### src/ati_pkg.sv
// Package for the converter trim and interleave corrector register bank.
// Assumes one clock domain; register requests arrive already deserialised.
package ati_pkg;

    // ------------------------------------------------------------------
    // Register offsets
    // ------------------------------------------------------------------
    localparam logic [7:0] ATI_ADDR_PORT_CFG  = 8'h00;
    localparam logic [7:0] ATI_ADDR_INDEX     = 8'h10;
    localparam logic [7:0] ATI_ADDR_OFS_BIG   = 8'h20;
    localparam logic [7:0] ATI_ADDR_OFS_SMALL = 8'h21;
    localparam logic [7:0] ATI_ADDR_GAIN_BIG  = 8'h22;
    localparam logic [7:0] ATI_ADDR_GAIN_MID  = 8'h23;
    localparam logic [7:0] ATI_ADDR_GAIN_SML  = 8'h24;
    localparam logic [7:0] ATI_ADDR_PD_SEL    = 8'h25;
    localparam logic [7:0] ATI_ADDR_STATUS    = 8'h30;
    localparam logic [7:0] ATI_ADDR_RUN_CTRL  = 8'h31;
    localparam logic [7:0] ATI_ADDR_STAT_CTRL = 8'h32;

    // ------------------------------------------------------------------
    // Field positions
    // ------------------------------------------------------------------
    localparam int ATI_SOFT_RST_BIT = 5;
    localparam int ATI_RUN_ON_BIT   = 0;
    localparam int ATI_FREEZE_BIT   = 1;
    localparam int ATI_DIS_OFS_BIT  = 2;
    localparam int ATI_DIS_GAIN_BIT = 3;
    localparam int ATI_DIS_SKEW_BIT = 4;
    localparam int ATI_NOTCH_BIT    = 5;
    localparam int ATI_ST_LOWPWR    = 0;
    localparam int ATI_ST_LOWAC     = 1;
    localparam int ATI_ST_SETTLED   = 2;
    localparam int ATI_SKIP_BIT     = 5;

    // ------------------------------------------------------------------
    // Reset values and codes
    // ------------------------------------------------------------------
    localparam logic [7:0] ATI_PORT_CFG_RST  = 8'h18;
    localparam logic [7:0] ATI_PORT_CFG_MASK = 8'hDF;
    localparam logic [1:0] ATI_INDEX_RST     = 2'h0;
    localparam logic [2:0] ATI_PD_SEL_RST    = 3'h0;
    localparam logic [7:0] ATI_RUN_RST       = 8'h00;
    localparam logic [7:0] ATI_STAT_CTRL_RST = 8'h00;
    localparam logic [7:0] ATI_BAD_INDEX     = 8'hAD;
    localparam logic [7:0] ATI_UNMAPPED      = 8'h00;
    localparam logic [1:0] ATI_IDX_CORE0     = 2'h1;
    localparam logic [1:0] ATI_IDX_CORE1     = 2'h2;
    localparam logic       ATI_REF_CORE      = 1'b0;

    localparam logic [2:0] ATI_PD_PIN    = 3'h0;
    localparam logic [2:0] ATI_PD_NORMAL = 3'h1;
    localparam logic [2:0] ATI_PD_NAP    = 3'h2;
    localparam logic [2:0] ATI_PD_SLEEP  = 3'h4;

    // ------------------------------------------------------------------
    // Timing
    // ------------------------------------------------------------------
    localparam int ATI_SETTLE_MS     = 1000;
    localparam int ATI_CLK_KHZ       = 125000;
    localparam int ATI_SETTLE_CYCLES = ATI_SETTLE_MS * ATI_CLK_KHZ;

    // ------------------------------------------------------------------
    // Types
    // ------------------------------------------------------------------
    typedef enum logic [1:0] {
        ATI_PM_NORMAL = 2'b00,
        ATI_PM_NAP    = 2'b01,
        ATI_PM_SLEEP  = 2'b10
    } ati_pmode_type;

    typedef enum logic [1:0] {
        ATI_CS_OFF    = 2'b00,
        ATI_CS_COARSE = 2'b01,
        ATI_CS_RUN    = 2'b10,
        ATI_CS_HOLD   = 2'b11
    } ati_corr_type;

    typedef struct packed {
        logic [7:0] addr;
        logic [7:0] wdata;
        logic       wr;
        logic       rd;
    } ati_req_type;

    typedef struct packed {
        logic [7:0] ofs_big;
        logic [7:0] ofs_small;
        logic [3:0] gain_big;
        logic [7:0] gain_mid;
        logic [7:0] gain_small;
    } ati_trim_type;

    // ------------------------------------------------------------------
    // Functions
    // ------------------------------------------------------------------
    // Returns {valid, core} for the core-select field
    function automatic logic [1:0] ati_index_decode(input logic [1:0] idx);
        logic [1:0] res;
        res = 2'h0;
        if (idx == ATI_IDX_CORE0) res = 2'h2;
        if (idx == ATI_IDX_CORE1) res = 2'h3;
        return res;
    endfunction : ati_index_decode

    function automatic ati_pmode_type ati_pd_decode(input logic [2:0] code,
                                                    input ati_pmode_type pin);
        ati_pmode_type res;
        res = pin;
        case (code)
            ATI_PD_NORMAL: res = ATI_PM_NORMAL;
            ATI_PD_NAP:    res = ATI_PM_NAP;
            ATI_PD_SLEEP:  res = ATI_PM_SLEEP;
            default:       res = pin;
        endcase
        return res;
    endfunction : ati_pd_decode

endpackage : ati_pkg

### src/ati_pwr_sel.sv
// Power-down mode selector for one converter core.
// Assumes the mode pin level is already synchronous to clk.
`timescale 1ns/1ps
module ati_pwr_sel
    import ati_pkg::*;
(
    input  wire logic          clk,
    input  wire logic          nrst,
    input  wire logic [2:0]    code,
    input  wire ati_pmode_type pin,
    output ati_pmode_type      mode
);

    // ------------------------------------------------------------------
    // Register override or pin
    // ------------------------------------------------------------------
    always_ff @(posedge clk or negedge nrst) begin
        if (!nrst) begin
            mode <= ATI_PM_NORMAL;
        end else begin
            mode <= ati_pd_decode(code, pin);
        end
    end

endmodule : ati_pwr_sel

### src/ati_regs.sv
// Trim, power-down and interleave corrector register bank of a dual-core converter.
// Assumes a serial front end delivers one decoded request per cycle on req.
//
// Function
// - Coarse and fine offset words per core
// - Offset words are two's complement
// - Trims load self-calibration result after power-up
// - Coarse gain four bits, medium/fine eight
// - Coarse gain bits carry individual weights
// - Power-down field decodes pin/normal/nap/sleep
// - Pin global, register override per core
// - Soft reset leaves power-down register alone
// - Poor input holds corrector, freezes estimates
// - Status bit 0 shows low power
// - Status bit 1 shows low AC power
// - Status bit 2 shows settling complete
// - Control bit 0 turns corrector on
// - Control bit 1 freezes, resumes exactly
// - Control bits 2-4 disable individual adjustments
// - Control bit 5 selects notch filter
// - Static control takes effect at turn-on
// - Static bit 5 skips coarse adjustment
// - Preset reference gain: adjust other core only
// - Core-select field routes indexed accesses
// - Soft reset restores register defaults except power-down select
`timescale 1ns/1ps
module ati_regs
    import ati_pkg::*;
#(
    parameter int SETTLE_CYCLES = ATI_SETTLE_CYCLES
) (
    input  wire logic                clk,
    input  wire logic                nrst,
    input  wire ati_req_type         req,
    output logic [7:0]               rdata,
    output logic                     rvalid,
    input  wire logic                cal_valid,
    input  wire ati_trim_type [1:0]  cal_trim,
    input  wire ati_pmode_type       power_mode_pin,
    input  wire logic                low_power_det,
    input  wire logic                low_ac_det,
    output ati_trim_type [1:0]       trim,
    output ati_pmode_type [1:0]      pmode,
    output logic                     corr_on,
    output logic                     corr_coarse_start,
    output logic                     corr_apply,
    output logic                     corr_upd_ofs,
    output logic                     corr_upd_gain,
    output logic                     corr_upd_skew,
    output logic                     notch_en,
    output logic                     gain_match_only
);

    logic [7:0]      port_cfg;
    logic [1:0]      dev_index;
    logic [2:0]      pd_sel [1:0];
    logic [7:0]      run_ctrl;
    logic [7:0]      stat_ctrl;
    logic [7:0]      stat_act;
    logic [7:0]      status;
    logic            ref_gain_set;
    logic            soft_rst;
    logic            idx_ok;
    logic            core;
    logic            is_indexed;
    logic            settled;
    logic            timer_clear;
    logic            timer_run;
    logic            freeze;
    ati_corr_type    cstate;
    ati_corr_type    next_cstate;

    // ------------------------------------------------------------------
    // Request decode
    // ------------------------------------------------------------------
    assign soft_rst = req.wr && req.addr == ATI_ADDR_PORT_CFG
                      && req.wdata[ATI_SOFT_RST_BIT];
    assign {idx_ok, core} = ati_index_decode(dev_index);
    assign is_indexed = req.addr inside {ATI_ADDR_OFS_BIG, ATI_ADDR_OFS_SMALL,
                                         ATI_ADDR_GAIN_BIG, ATI_ADDR_GAIN_MID,
                                         ATI_ADDR_GAIN_SML, ATI_ADDR_PD_SEL};
    assign freeze = run_ctrl[ATI_FREEZE_BIT];

    // ------------------------------------------------------------------
    // Port configuration and core select
    // ------------------------------------------------------------------
    always_ff @(posedge clk or negedge nrst) begin
        if (!nrst) begin
            port_cfg  <= ATI_PORT_CFG_RST;
            dev_index <= ATI_INDEX_RST;
        end else if (soft_rst) begin
            port_cfg  <= ATI_PORT_CFG_RST;
            dev_index <= ATI_INDEX_RST;
        end else if (req.wr) begin
            if (req.addr == ATI_ADDR_PORT_CFG) begin
                port_cfg <= req.wdata & ATI_PORT_CFG_MASK;
            end
            if (req.addr == ATI_ADDR_INDEX) begin
                dev_index <= req.wdata[1:0];
            end
        end
    end

    // ------------------------------------------------------------------
    // Trim words
    // ------------------------------------------------------------------
    // Offset words are stored raw; the analog side treats them as
    // two's complement, gain codes as offset binary around 0x80.
    always_ff @(posedge clk or negedge nrst) begin
        if (!nrst) begin
            trim <= '0;
        end else if (cal_valid || soft_rst) begin
            trim <= cal_trim;
        end else if (req.wr && idx_ok) begin
            case (req.addr)
                ATI_ADDR_OFS_BIG: begin
                    trim[core].ofs_big <= req.wdata;
                end
                ATI_ADDR_OFS_SMALL: begin
                    trim[core].ofs_small <= req.wdata;
                end
                ATI_ADDR_GAIN_BIG: begin
                    trim[core].gain_big <= req.wdata[3:0];
                end
                ATI_ADDR_GAIN_MID: begin
                    trim[core].gain_mid <= req.wdata;
                end
                ATI_ADDR_GAIN_SML: begin
                    trim[core].gain_small <= req.wdata;
                end
                default: begin
                end
            endcase
        end
    end

    // ------------------------------------------------------------------
    // Power-down select
    // ------------------------------------------------------------------
    // Soft reset does not reach this register
    always_ff @(posedge clk or negedge nrst) begin
        if (!nrst) begin
            pd_sel[0] <= ATI_PD_SEL_RST;
            pd_sel[1] <= ATI_PD_SEL_RST;
        end else if (req.wr && idx_ok && req.addr == ATI_ADDR_PD_SEL) begin
            pd_sel[core] <= req.wdata[2:0];
        end
    end

    for (genvar g = 0; g < 2; g++) begin : g_pwr
        ati_pwr_sel u_pwr_sel (
            .clk  (clk),
            .nrst (nrst),
            .code (pd_sel[g]),
            .pin  (power_mode_pin),
            .mode (pmode[g])
        );
    end

    // ------------------------------------------------------------------
    // Corrector control registers
    // ------------------------------------------------------------------
    always_ff @(posedge clk or negedge nrst) begin
        if (!nrst) begin
            run_ctrl  <= ATI_RUN_RST;
            stat_ctrl <= ATI_STAT_CTRL_RST;
        end else if (soft_rst) begin
            run_ctrl  <= ATI_RUN_RST;
            stat_ctrl <= ATI_STAT_CTRL_RST;
        end else if (req.wr) begin
            if (req.addr == ATI_ADDR_RUN_CTRL) begin
                run_ctrl <= req.wdata;
            end
            if (req.addr == ATI_ADDR_STAT_CTRL) begin
                stat_ctrl <= req.wdata;
            end
        end
    end

    // Reference core gain programmed while the corrector is off
    always_ff @(posedge clk or negedge nrst) begin
        if (!nrst) begin
            ref_gain_set <= 1'b0;
        end else if (soft_rst) begin
            ref_gain_set <= 1'b0;
        end else if (req.wr && idx_ok && core == ATI_REF_CORE
                     && cstate == ATI_CS_OFF
                     && (req.addr == ATI_ADDR_GAIN_MID
                         || req.addr == ATI_ADDR_GAIN_SML)) begin
            ref_gain_set <= 1'b1;
        end
    end

    // ------------------------------------------------------------------
    // Corrector state machine
    // ------------------------------------------------------------------
    always_comb begin
        next_cstate = cstate;
        case (cstate)
            ATI_CS_OFF: begin
                if (run_ctrl[ATI_RUN_ON_BIT]) begin
                    next_cstate = stat_ctrl[ATI_SKIP_BIT] ? ATI_CS_RUN
                                                          : ATI_CS_COARSE;
                end
            end
            ATI_CS_COARSE: begin
                next_cstate = ATI_CS_RUN;
            end
            ATI_CS_RUN: begin
                if (low_power_det) begin
                    next_cstate = ATI_CS_HOLD;
                end
            end
            ATI_CS_HOLD: begin
                if (!low_power_det) begin
                    next_cstate = ATI_CS_RUN;
                end
            end
            default: begin
                next_cstate = ATI_CS_OFF;
            end
        endcase
        if (!run_ctrl[ATI_RUN_ON_BIT]) begin
            next_cstate = ATI_CS_OFF;
        end
    end

    always_ff @(posedge clk or negedge nrst) begin
        if (!nrst) begin
            cstate <= ATI_CS_OFF;
        end else begin
            cstate <= next_cstate;
        end
    end

    // Static settings are captured only at turn-on
    always_ff @(posedge clk or negedge nrst) begin
        if (!nrst) begin
            stat_act        <= ATI_STAT_CTRL_RST;
            gain_match_only <= 1'b0;
        end else if (cstate == ATI_CS_OFF && run_ctrl[ATI_RUN_ON_BIT]) begin
            stat_act        <= stat_ctrl;
            gain_match_only <= ref_gain_set;
        end
    end

    // ------------------------------------------------------------------
    // Settling
    // ------------------------------------------------------------------
    assign timer_clear = (cstate == ATI_CS_OFF);
    assign timer_run   = (cstate == ATI_CS_RUN) && !freeze;

    ati_settle_timer #(
        .CYCLES (SETTLE_CYCLES)
    ) u_settle (
        .clk   (clk),
        .nrst  (nrst),
        .clear (timer_clear),
        .run   (timer_run),
        .done  (settled)
    );

    // ------------------------------------------------------------------
    // Corrector outputs
    // ------------------------------------------------------------------
    always_ff @(posedge clk or negedge nrst) begin
        if (!nrst) begin
            corr_on           <= 1'b0;
            corr_coarse_start <= 1'b0;
            corr_apply        <= 1'b0;
            corr_upd_ofs      <= 1'b0;
            corr_upd_gain     <= 1'b0;
            corr_upd_skew     <= 1'b0;
            notch_en          <= 1'b0;
        end else begin
            corr_on           <= (next_cstate != ATI_CS_OFF);
            corr_coarse_start <= (next_cstate == ATI_CS_COARSE);
            corr_apply        <= (next_cstate == ATI_CS_RUN)
                                 || (next_cstate == ATI_CS_HOLD);
            corr_upd_ofs      <= (next_cstate == ATI_CS_RUN) && !freeze
                                 && !run_ctrl[ATI_DIS_OFS_BIT];
            corr_upd_gain     <= (next_cstate == ATI_CS_RUN) && !freeze
                                 && !run_ctrl[ATI_DIS_GAIN_BIT];
            corr_upd_skew     <= (next_cstate == ATI_CS_RUN) && !freeze
                                 && !run_ctrl[ATI_DIS_SKEW_BIT]
                                 && !low_ac_det;
            notch_en          <= run_ctrl[ATI_NOTCH_BIT];
        end
    end

    // ------------------------------------------------------------------
    // Status
    // ------------------------------------------------------------------
    always_ff @(posedge clk or negedge nrst) begin
        if (!nrst) begin
            status <= 8'h00;
        end else begin
            status                 <= 8'h00;
            status[ATI_ST_LOWPWR]  <= (cstate == ATI_CS_HOLD);
            status[ATI_ST_LOWAC]   <= (cstate != ATI_CS_OFF) && low_ac_det;
            status[ATI_ST_SETTLED] <= settled;
        end
    end

    // ------------------------------------------------------------------
    // Read path
    // ------------------------------------------------------------------
    always_ff @(posedge clk or negedge nrst) begin
        if (!nrst) begin
            rdata  <= 8'h00;
            rvalid <= 1'b0;
        end else begin
            rvalid <= req.rd;
            if (req.rd) begin
                if (is_indexed && !idx_ok) begin
                    rdata <= ATI_BAD_INDEX;
                end else begin
                    case (req.addr)
                        ATI_ADDR_PORT_CFG:  rdata <= port_cfg;
                        ATI_ADDR_INDEX:     rdata <= {6'h00, dev_index};
                        ATI_ADDR_OFS_BIG:   rdata <= trim[core].ofs_big;
                        ATI_ADDR_OFS_SMALL: rdata <= trim[core].ofs_small;
                        ATI_ADDR_GAIN_BIG:  rdata <= {4'h0, trim[core].gain_big};
                        ATI_ADDR_GAIN_MID:  rdata <= trim[core].gain_mid;
                        ATI_ADDR_GAIN_SML:  rdata <= trim[core].gain_small;
                        ATI_ADDR_PD_SEL:    rdata <= {5'h00, pd_sel[core]};
                        ATI_ADDR_STATUS:    rdata <= status;
                        ATI_ADDR_RUN_CTRL:  rdata <= run_ctrl;
                        ATI_ADDR_STAT_CTRL: rdata <= stat_ctrl;
                        default:            rdata <= ATI_UNMAPPED;
                    endcase
                end
            end
        end
    end

endmodule : ati_regs

### src/ati_settle_timer.sv
// Settling timer of the interleave corrector.
// Counts only while run is high, so a freeze or hold pauses it.
`timescale 1ns/1ps
module ati_settle_timer #(
    parameter int CYCLES = 1000
) (
    input  wire logic clk,
    input  wire logic nrst,
    input  wire logic clear,
    input  wire logic run,
    output logic      done
);

    logic [31:0] count;

    // ------------------------------------------------------------------
    // Counter
    // ------------------------------------------------------------------
    always_ff @(posedge clk or negedge nrst) begin
        if (!nrst) begin
            count <= 32'h0;
            done  <= 1'b0;
        end else if (clear) begin
            count <= 32'h0;
            done  <= 1'b0;
        end else if (run && !done) begin
            count <= count + 32'h1;
            done  <= (count == 32'(CYCLES - 1));
        end
    end

endmodule : ati_settle_timer
### config.mk
export PLATFORM = sky130hd
export DESIGN_NAME = ati_regs
export DESIGN_NICKNAME = d
export VERILOG_FILES = /design/src/ati_pkg.sv /design/src/ati_pwr_sel.sv /design/src/ati_regs.sv /design/src/ati_settle_timer.sv
export SDC_FILE = /design/constraint.sdc
export NUM_CORES = 1
export LEC_CHECK = 0
export BUFFER_PORTS_ARGS = -buffer_cell sky130_fd_sc_hd__buf_2
export CORE_ASPECT_RATIO = 2
export CORE_MARGIN = 4
export CORE_UTILIZATION = 25
export DETAILED_ROUTE_END_ITERATION = 8
export PLACE_DENSITY = 0.42
export SYNTH_ARGS = -nofsm -noshare
export SYNTH_HDL_FRONTEND = slang
export SYNTH_SLANG_ARGS = --single-unit
### constraint.sdc
create_clock -name clk -period 2.2 [get_ports clk]
set_input_delay 0.22 -clock clk [delete_from_list [all_inputs] [get_ports clk]]
set_output_delay 0.22 -clock clk [all_outputs]
set_load 0.01 [all_outputs]
==> results.json, run 1 <==
{
  "outcome": "completed",
  "regArea_um2": 4080,
  "clock_skew_ns": 0.0103,
  "syn_area_um2": 8550,
  "setup_viol": 0,
  "dp_hpwl_mm": 29.0,
  "endpoint_kind": "flop",
  "period_minus_slack_ns": 2.09,
  "drt-pass1-iter-count": 5,
  "crit_start": "dev_index[0]",
  "power.internal_mw": 5.30,
  "switching_power_mw": 2.23,
  "met2_usage_pct": 38.9,
  "fmax_ghz": 0.478,
  "clk_latency_ns": 0.45,
  "grt-busiest-layer": "met2",
  "reg2reg_depth": 9,
  "gp_congestion": 0.910,
  "tritoncts": "built",
  "num_vias": 8142,
  "antenna_found_initial": 0,
  "worstPathMaxFanout": 8,
  "path_clk_slew_ns": 0.07,
  "switching_share_pct": 29.6,
  "worst_ep_required_time_ns": 2.50,
  "r2r-start": "dev_index[0]",
  "finalWirelength_mm": 37.2,
  "p_per_area_nw_per_um2": 655,
  "layout.nets": 1265,
  "hold_viol": 0,
  "yosysTopAreaCellShare_pct": 47.1,
  "grt_util_met3_pct": 3.37,
  "synth-main-ff-cell": "dfrtp_1",
  "fin_util_pct": 34.1,
  "synthTopCellsByCount": "dfrtp_1 (161), nor2_1 (141), a21oi_1 (106)",
  "slew_headroom_pct": 49.9,
  "yosysMostFrequentCell": "dfrtp_1",
  "synth-edff-count": 0,
  "core-area_um2": 33600,
  "die_w_um": 139,
  "final-instance-count-excl-fill": 1615,
  "grt_pass1_vias": 8676,
  "numCtsBuffers": 17,
  "final_antenna_net_count": 0,
  "dieHeight_um": 269,
  "ys_warn_count": 0,
  "fillers": 3560,
  "pin_count": 190,
  "synth_top_cells_by_area": "dfrtp_1 (47%), a21oi_1 (6.2%), mux2i_1 (6.2%)",
  "syn_inst": 904,
  "startpoint_type": "flop",
  "start_util_pct": 25.4,
  "maxCapViolCount": 0,
  "dp_cells": 1565,
  "cts_sinks": 163,
  "async_flop_share_pct": 100,
  "htreeDepth": 4,
  "root_buffer": "clkbuf_16",
  "tns_ns": 0,
  "grt_start_max_net_pins": 50,
  "viasPerCell": 5.04,
  "use_met1_pct": 19.8,
  "grt_setup_unrepaired": "false",
  "p_leak_nw": 5.21,
  "drive_gt1_share_pct": 31.2,
  "ys_ff_latch": 163,
  "drt_iter0_markers": 460,
  "timing.final.crit_share_pct": 95.1,
  "multi_input_area_um2": 4220,
  "antennaDiodeCount": 0,
  "p_clk_share_pct": 41.5,
  "wl_per_cell_um": 23.0,
  "dieArea_um2": 37400,
  "clockBufferDepth": 2,
  "rows": 95,
  "holdPathStages": 3,
  "crit_type": "reg2reg",
  "synth_cell_types": 67,
  "seqPwrFrac_pct": 44.2,
  "worst_pin_slew_ns": 0.741,
  "grt_pass1_wl_mm": 55.2,
  "syn2layout_area_growth_pct": 34.4,
  "grt_use_total_pct": 19.7,
  "irDropWorstVdd_uv": 552,
  "yosys.area.top_type": "dfrtp_1",
  "io_buffers": 189,
  "slew_violations": 0,
  "drc": 0,
  "hp-class": "in2reg",
  "yosysSeqAreaShare_pct": 47.8,
  "pwr-share-comb_pct": 14.3,
  "syn-num-nets": 1003,
  "arrival_ns": 2.39,
  "hold_start": "cal_trim[51]",
  "overflow": 0,
  "avgSynthCellArea_um2": 9.45
}
## power groups by stage
| stage | sequential, mW | combinational [mW] | clock [mW] |
|---|---|---|---|
| 2_1_floorplan | 3.36 | 0.410 | 0 |
| 3_3_place_gp | 3.39 | 1.05 | 0 |
| 3_5_place_dp | 3.39 | 1.06 | 0 |
| 4_1_cts | 3.33 | 1.09 | 3.20 |
| 5_1_grt | 3.34 | 1.17 | 3.31 |
| 6_report | 3.33 | 1.08 | 3.13 |
## state kept, by name, summed over array words and instances, names as in the netlist
register / cells
corr_apply: 1
corr_coarse_start: 1
corr_on: 1
corr_upd_gain: 1
corr_upd_ofs: 1
corr_upd_skew: 1
cstate: 2
dev_index: 2
g_pwr.u_pwr_sel.mode: 4
gain_match_only: 1
notch_en: 1
pd_sel: 6
port_cfg: 7
rdata: 8
ref_gain_set: 1
run_ctrl: 8
rvalid: 1
stat_ctrl: 8
status: 3
trim: 72
u_settle.count: 32
u_settle.done: 1
## layout make-up
class,count,share of cell area [%]
Clock inverter,15,1.48
Tap cell,436,4.75
Inverter,12,0.392
Sequential cell,163,35.5
Clock buffer,17,3.70
Multi-Input combinational cell,661,36.7
Timing Repair Buffer,311,17.4
## layer usage
layer	wire [µm]	vias up	share of wire [%]
li1	-	3812	-
met2	21400	235	57
met1	13000	4034	35
met4	1590	0	4.3
met5	0	-	0
met3	1290	61	3.5
## critical path, stage by stage, from the launching register on
cell,delay [ns]
dfrtp_1,0.38
inv_1,0.09
ha_4,0.21
buf_4,0.15
nor2b_1,0.31
nand2_1,0.14
nor3_2,0.21
buf_12,0.18
mux2i_1,0.18
a21oi_1,0.08
## path summary, 6_finish.rpt
path	slack, ns	end
worst max-delay path	0.11	trim[64]
worst min-delay path	0.02	trim[51]
worst max register to register	0.11	trim[64]
worst min register to register	0.46	notch_en
max in group asynchronous	1.28	pd_sel[1]
min in group asynchronous	0.26	trim[33]
## logic make-up (layout without fill, tap and decap cells)
group | count (synthesis) | after routing | share of synthesized area (%)
adder cells (fa/ha/maj) | 2 | 2 | 0.293
AO/OA/AOI/OAI | 233 | 233 | 17.3
XOR/XNOR | 25 | 25 | 2.56
buffers and inverters | 80 | 355 | 3.60
AND/OR/NAND/NOR | 329 | 329 | 19.5
multiplexers | 72 | 72 | 8.97
flip-flops | 163 | 163 | 47.8
## what timing repair did
item	in CTS	in global routing
endpoints found under the setup margin	16	38
pin swaps	0	1
buffers inserted	0	0
hold buffers	18	0
resized for setup	3	3
hold endpoints to repair	51	0
## stage by stage
step           power (mW)  hold WS, ns  setup WS, ns  area (µm²)
6_report             7.53       0.0175         0.107       11500
5_1_grt              7.82      0.00658       0.00779       11500
4_1_cts              7.61     0.000407        0.0191       11500
3_5_place_dp         4.44        0.190        -0.123       10700
3_3_place_gp         4.44        0.185        -0.119       10700
2_1_floorplan        3.77      -0.0756       0.00608        8550
## placed cells by master (no fill, tap or decap), types with 7 or more instances in the layout
master,synthesis,layout
a21oi_1,106,106
a22o_1,8,8
a22oi_1,56,56
and2_1,7,7
and3_1,9,9
buf_12,0,7
buf_2,6,188
buf_4,0,97
clkbuf_16,0,17
dfrtp_1,161,161
dlygate4sd3_1,0,18
inv_1,11,11
mux2_2,17,17
mux2i_1,53,53
nand2_1,46,46
nand3_1,26,26
nand4_1,9,9
nor2_1,141,139
nor2b_1,8,8
nor3_1,19,18
nor3b_1,7,7
nor4_1,14,13
o21ai_0,19,19
xnor2_1,18,18
xor2_1,7,7
Power figures use the tool's default switching activity.
==> run 2, diff against run 1 <==
Settings changed: SYNTH_HIERARCHICAL set to 1.
==> results.json, run 2 <==
{
  "grt_use_total_pct": 19.8,
  "critPathSlowestCell": "mux2i_1",
  "synth_cell_types": 70,
  "async_flop_share_pct": 100,
  "clock_skew_ns": 0.00810,
  "io_buffers": 189,
  "yosysTopAreaCellShare_pct": 47.2,
  "syn2layout_area_growth_pct": 33.5,
  "dieArea_um2": 37400,
  "yosys.area.top_type": "dfrtp_1",
  "outcome": "completed",
  "slew_headroom_pct": 58.3,
  "maxCapViolCount": 0,
  "final_antenna_net_count": 0,
  "slew_violations": 0,
  "drt-pass1-iter-count": 5,
  "htreeDepth": 4,
  "synth-edff-count": 0,
  "setup_slack_ns": 0.0781,
  "tritoncts": "built",
  "irDropWorstVdd_uv": 560,
  "timing.final.crit_share_pct": 96.4,
  "layout.nets": 1238,
  "final_common_cell": "buf_2",
  "startpoint_type": "flop",
  "drive_gt1_share_pct": 33.1,
  "ys_ff_latch": 163,
  "ys_warn_count": 6,
  "antenna_found_initial": 1,
  "core-area_um2": 33600,
  "synthTopCellsByCount": "dfrtp_1 (161), nor2_1 (137), a21oi_1 (103)",
  "worstPathMaxFanout": 8,
  "overflow": 0,
  "yosysSeqAreaShare_pct": 47.8,
  "cts_sinks": 163,
  "holdPathStages": 3,
  "yosysMostFrequentCell": "dfrtp_1",
  "reg2reg_slack_ns": 0.08,
  "largest_register_ffs": 72,
  "crit_buf_inv": 3,
  "worst_pin_slew_ns": 0.623,
  "drc": 0,
  "path_clk_slew_ns": 0.07,
  "regMostFlops": "trim",
  "finalWirelength_mm": 37.8,
  "setup_viol": 0,
  "syn_inst": 877,
  "drt_iter0_markers": 446,
  "hold_start": "cal_trim[18]",
  "mostFrequentLayoutCells": "buf_2 (188), dfrtp_1 (161), nor2_1 (136), a21oi_1 (103), buf_4 (102)",
  "clk_latency_ns": 0.44,
  "die_w_um": 139,
  "avgSynthCellArea_um2": 9.74,
  "top_regs": "trim x72, u_settle/count x32",
  "endpoint_kind": "flop",
  "synth-main-ff-cell": "dfrtp_1",
  "p_leak_nw": 5.22,
  "path_depth": 8,
  "clockBufferDepth": 2,
  "gp_congestion": 0.924,
  "p_per_area_nw_per_um2": 645,
  "pin_count": 190,
  "num_vias": 8179,
  "rows": 95,
  "crit_family": "compound AO/OA/AOI/OAI gates",
  "grt_pass1_wl_mm": 55.8,
  "syn_area_um2": 8540,
  "start_util_pct": 25.4,
  "fin_util_pct": 33.9,
  "grt_start_max_net_pins": 62,
  "dieHeight_um": 269,
  "fmax_ghz": 0.471,
  "syn-num-nets": 976,
  "path_cells": "inv_1, ha_4, buf_12, buf_4, mux2i_1, o221ai_1, a31oi_1, a21oi_1",
  "numCtsBuffers": 17,
  "arrival_ns": 2.44,
  "root_buffer": "clkbuf_16",
  "period_minus_slack_ns": 2.12,
  "synth_top_cells_by_area": "dfrtp_1 (47%), mux2i_1 (8.8%), a21oi_1 (6.0%)",
  "viasPerCell": 5.15,
  "hold-path-endpoint": "trim[18]",
  "r2r-end": "rdata[5]",
  "worst_ep_required_time_ns": 2.52,
  "cpPeakStageDelay_ns": 0.47,
  "reg2reg_depth": 8,
  "r2r-start": "dev_index[0]",
  "hold_viol": 0,
  "grt_pass1_vias": 8609,
  "dp_hpwl_mm": 29.4,
  "hp-class": "in2reg",
  "wl_per_cell_um": 23.8,
  "pre_cts_ws_ns": -0.415,
  "crit_type": "reg2reg"
}
==> run 2: cell types whose count changed in the layout (fill, tap and decap cells not counted), moves of 11 or more <==
| cell | previous run | this run |
|---|---|---|
| or4_1 | 1 | 12 |
| xnor2_1 | 18 | 3 |
| mux2i_1 | 53 | 73 |
| a22oi_1 | 56 | 18 |
| a32oi_1 | 2 | 32 |
==> run 2: cells by family after synthesis <==
family,Yosys count,synth area share (%)
simple gates,301,18.0
compound gates,229,17.4
flops,163,47.8
mux,93,11.3
buf+inv,77,3.94
xor+xnor,11,1.13
fa+ha+maj,3,0.410
==> run 2: worst max-delay path by stage <==
| stage | startpoint | endpoint | slack, ns |
|---|---|---|---|
| 2_1_floorplan | dev_index[0] | rdata[6] | 0.15 |
| 3_3_place_gp | dev_index[0] | rdata[2] | -0.35 |
| 3_5_place_dp | dev_index[0] | rdata[2] | -0.41 |
| 4_1_cts | dev_index[0] | rdata[2] | 0.0009 |
| 5_1_grt | dev_index[0] | trim[67] | -0.0004 |
| 6_report | dev_index[0] | rdata[5] | 0.08 |
==> run 2: per-stage QoR <==
step	cell area, µm²	cells	power, mW	hold slack (ns)	TNS [ns]
after floorplan	8540	877	3.78	-0.0756	0
after global placement	10600	1545	4.44	0.181	-0.614
after detailed placement	10600	1545	4.45	0.180	-0.928
after CTS	11300	1585	7.46	0.000256	0
after global routing	11400	1588	7.67	0.00820	-0.000429
final	11400	1589	7.36	0.0259	0
==> run 2: layer usage <==
layer / part of all wire [%] / routed length [µm] / vias to the layer above / global-route usage (%)
met5: 0 / 0 / - / 0
li1: - / - / 3775 / -
met2: 56 / 21100 / 239 / 38.2
met1: 35 / 13100 / 4086 / 19.9
met3: 3.9 / 1480 / 79 / 3.74
met4: 5.5 / 2080 / 0 / 9.92
==> run 2: final cells by class <==
class | count | area [µm²]
diodes | 1 | 2.50
multi-input cells | 637 | 4240
inverters | 16 | 60.1
fillers | 3585 | 22200
clock inverters | 14 | 131
repair buffers | 304 | 1900
clock buffers | 18 | 439
flip-flops and latches | 163 | 4080
well taps | 436 | 546
==> run 2: worst register-to-register path: cells and delay by family (launching register included) <==
kind / cells / cell delay [ns]
compound gates: 3 / 0.51
fa+ha+maj: 1 / 0.19
buf+inv: 3 / 0.44
flops: 1 / 0.38
mux: 1 / 0.47
==> run 2: timing repair <==
item                       in CTS  in global routing
setup buffers                   0                  2
hold endpoints to repair       49                  0
hold buffers                    8                  0
gates cloned                    0                  1
gates resized for setup         5                 13
pin swaps                       0                  3
setup endpoints to repair       3                 32
==> run 2: power breakdown <==
group	switching, mW	internal [mW]
sequential	0.177	3.15
combinational	0.647	0.437
clock	1.34	1.60
total	2.17	5.19
==> run 3, diff against run 2 <==
Settings changed: CTS_BUF_LIST set to sky130_fd_sc_hd__clkbuf_8, MAX_ROUTING_LAYER set to met4, PLACE_DENSITY 0.42 to 0.41.
Clock period 2.2 ns to 2.7 ns, I/O delays scaled along.
==> results.json, run 3 (synthesis gave the netlist of run 2 again) <==
{
  "outcome": "completed",
  "grt_setup_unrepaired": "false",
  "irDropWorstVdd_uv": 289,
  "worst_ep_required_time_ns": 3.09,
  "fin_util_pct": 33.0,
  "crit_family": "compound AO/OA/AOI/OAI gates",
  "largest_register_ffs": 72,
  "hold_viol": 0,
  "finalWirelength_mm": 37.8,
  "startpoint_type": "flop",
  "clk_latency_ns": 0.50,
  "io_buffers": 189,
  "final_common_cell": "buf_2",
  "post-cts-setup-buffers": 0,
  "reg2reg_slack_ns": 0.13,
  "drc": 0,
  "rows": 95,
  "dp_hpwl_mm": 28.8,
  "regMostFlops": "trim",
  "hp-class": "in2reg",
  "root_buffer": "clkbuf_8",
  "crit_type": "reg2reg",
  "period_minus_slack_ns": 2.57,
  "numCtsBuffers": 17,
  "finalInstanceArea_um2": 11100,
  "die_w_um": 139,
  "mostFrequentLayoutCells": "buf_2 (188), dfrtp_1 (161), nor2_1 (136), a21oi_1 (103), mux2i_1 (75)",
  "clock_skew_ns": 0.0181,
  "reg2reg_depth": 8,
  "hold_start": "cal_trim[67]",
  "arrival_ns": 2.97,
  "fmax_ghz": 0.388,
  "timing.final.crit_share_pct": 95.4,
  "drt_iter0_markers": 468,
  "setup_viol": 0,
  "worstPathMaxFanout": 15,
  "drive_gt1_share_pct": 27.4,
  "slew_headroom_pct": 41.3,
  "p_per_area_nw_per_um2": 494,
  "placedInstanceArea_um2": 10200,
  "tritoncts": "built",
  "dieHeight_um": 269,
  "cpPeakStageDelay_ns": 0.52,
  "num_vias": 8217,
  "crit_buf_inv": 2,
  "hold-path-endpoint": "trim[67]",
  "cts_sinks": 163,
  "final_antenna_net_count": 0,
  "endpoint_kind": "flop",
  "layout.nets": 1221,
  "r2r-start": "dev_index[0]",
  "slew_violations": 0,
  "path_clk_slew_ns": 0.11,
  "critPathSlowestCell": "a2111oi_1",
  "clockBufferDepth": 2,
  "grt_pass1_wl_mm": 55.3,
  "syn2layout_area_growth_pct": 29.8,
  "start_util_pct": 25.4,
  "holdPathStages": 3,
  "path_cells": "inv_1, ha_2, mux2_2, a22oi_1, o22ai_1, a2111oi_1, buf_4, a21oi_1",
  "htreeDepth": 4,
  "antenna_found_initial": 1,
  "grt_start_max_net_pins": 105,
  "overflow": 0,
  "gp_congestion": 0.938,
  "top_regs": "trim x72, u_settle/count x32",
  "r2r-end": "rdata[2]",
  "viasPerCell": 5.23,
  "drt-pass1-iter-count": 5,
  "wl_per_cell_um": 24.0,
  "grt_use_total_pct": 20.3,
  "p_leak_nw": 4.99,
  "worst_pin_slew_ns": 0.872,
  "grt_pass1_vias": 8546,
  "dieArea_um2": 37400,
  "maxCapViolCount": 0,
  "pin_count": 190,
  "core-area_um2": 33600
}
run 3: cell count changes in the layout (fill, tap and decap cells not counted), sizes merged:
cell	previous run	this run
buf	295	238
clkbuf	19	18
clkinv	6	3
clkinvlp	4	2
dlygate4sd3	8	49
inv	19	24
run 3: final cells by class:
type                    count  area [µm²]
clock inverters            14         141
repair buffers            287        1860
multi-input cells         637        4150
diodes                      1        2.50
inverters                  16        60.1
clock buffers              18         248
fillers                  3560       22600
well taps                 436         546
flip-flops and latches    163        4080
run 3: where the power goes:
| part | internal, mW | switching (mW) | total, mW |
|---|---|---|---|
| sequential | 2.57 | 0.158 | 2.72 |
| clock | 0.784 | 1.10 | 1.88 |
| combinational | 0.354 | 0.517 | 0.871 |
| total | 3.70 | 1.77 | 5.48 |
run 3: worst max path at each step:
| stage | slack (ns) | from | end | cells after the start |
|---|---|---|---|---|
| floorplan | 0.65 | dev_index[0] | rdata[6] | 8 |
| global placement | -0.03 | dev_index[0] | rdata[2] | 8 |
| detailed placement | -0.04 | dev_index[0] | rdata[2] | 8 |
| CTS | 0.08 | dev_index[0] | rdata[2] | 8 |
| global route | 0.07 | dev_index[0] | trim[42] | 7 |
| finish | 0.13 | dev_index[0] | rdata[2] | 8 |
run 3: metal layers:
metal | share of wire, % | GRT usage [%] | vias up
li1 | - | - | 3749
met1 | 35 | 20.0 | 4148
met2 | 55 | 37.7 | 245
met3 | 4.1 | 3.74 | 75
met4 | 5.0 | 10.1 | 0
met5 | 0 | - | -
run 3: metrics by stage:
stage	total power [mW]	TNS, ns	hold slack, ns	instances	setup slack, ns
4_1_cts	5.55	0	0.00162	1571	0.0784
5_1_grt	5.71	0	0.0196	1572	0.0717
6_report	5.48	0	0.0458	1572	0.125
3_5_place_dp	3.60	-0.0404	0.285	1490	-0.0404
2_1_floorplan	3.08	0	-0.0256	877	0.651
3_3_place_gp	3.60	-0.0277	0.287	1490	-0.0277
run 3: worst reg2reg max path, stage by stage, from the launching register on:
cell       delay (ns)
dfrtp_1          0.41
inv_1            0.07
ha_2             0.46
mux2_2           0.42
a22oi_1          0.16
o22ai_1          0.16
a2111oi_1        0.53
buf_4            0.21
a21oi_1          0.05
run 3: repair_timing:
action | in CTS | in global routing
hold buffers | 49 | 0
resized for setup | 1 | 0
endpoints found under the hold margin | 98 | 0
setup endpoints to repair | 1 | 0
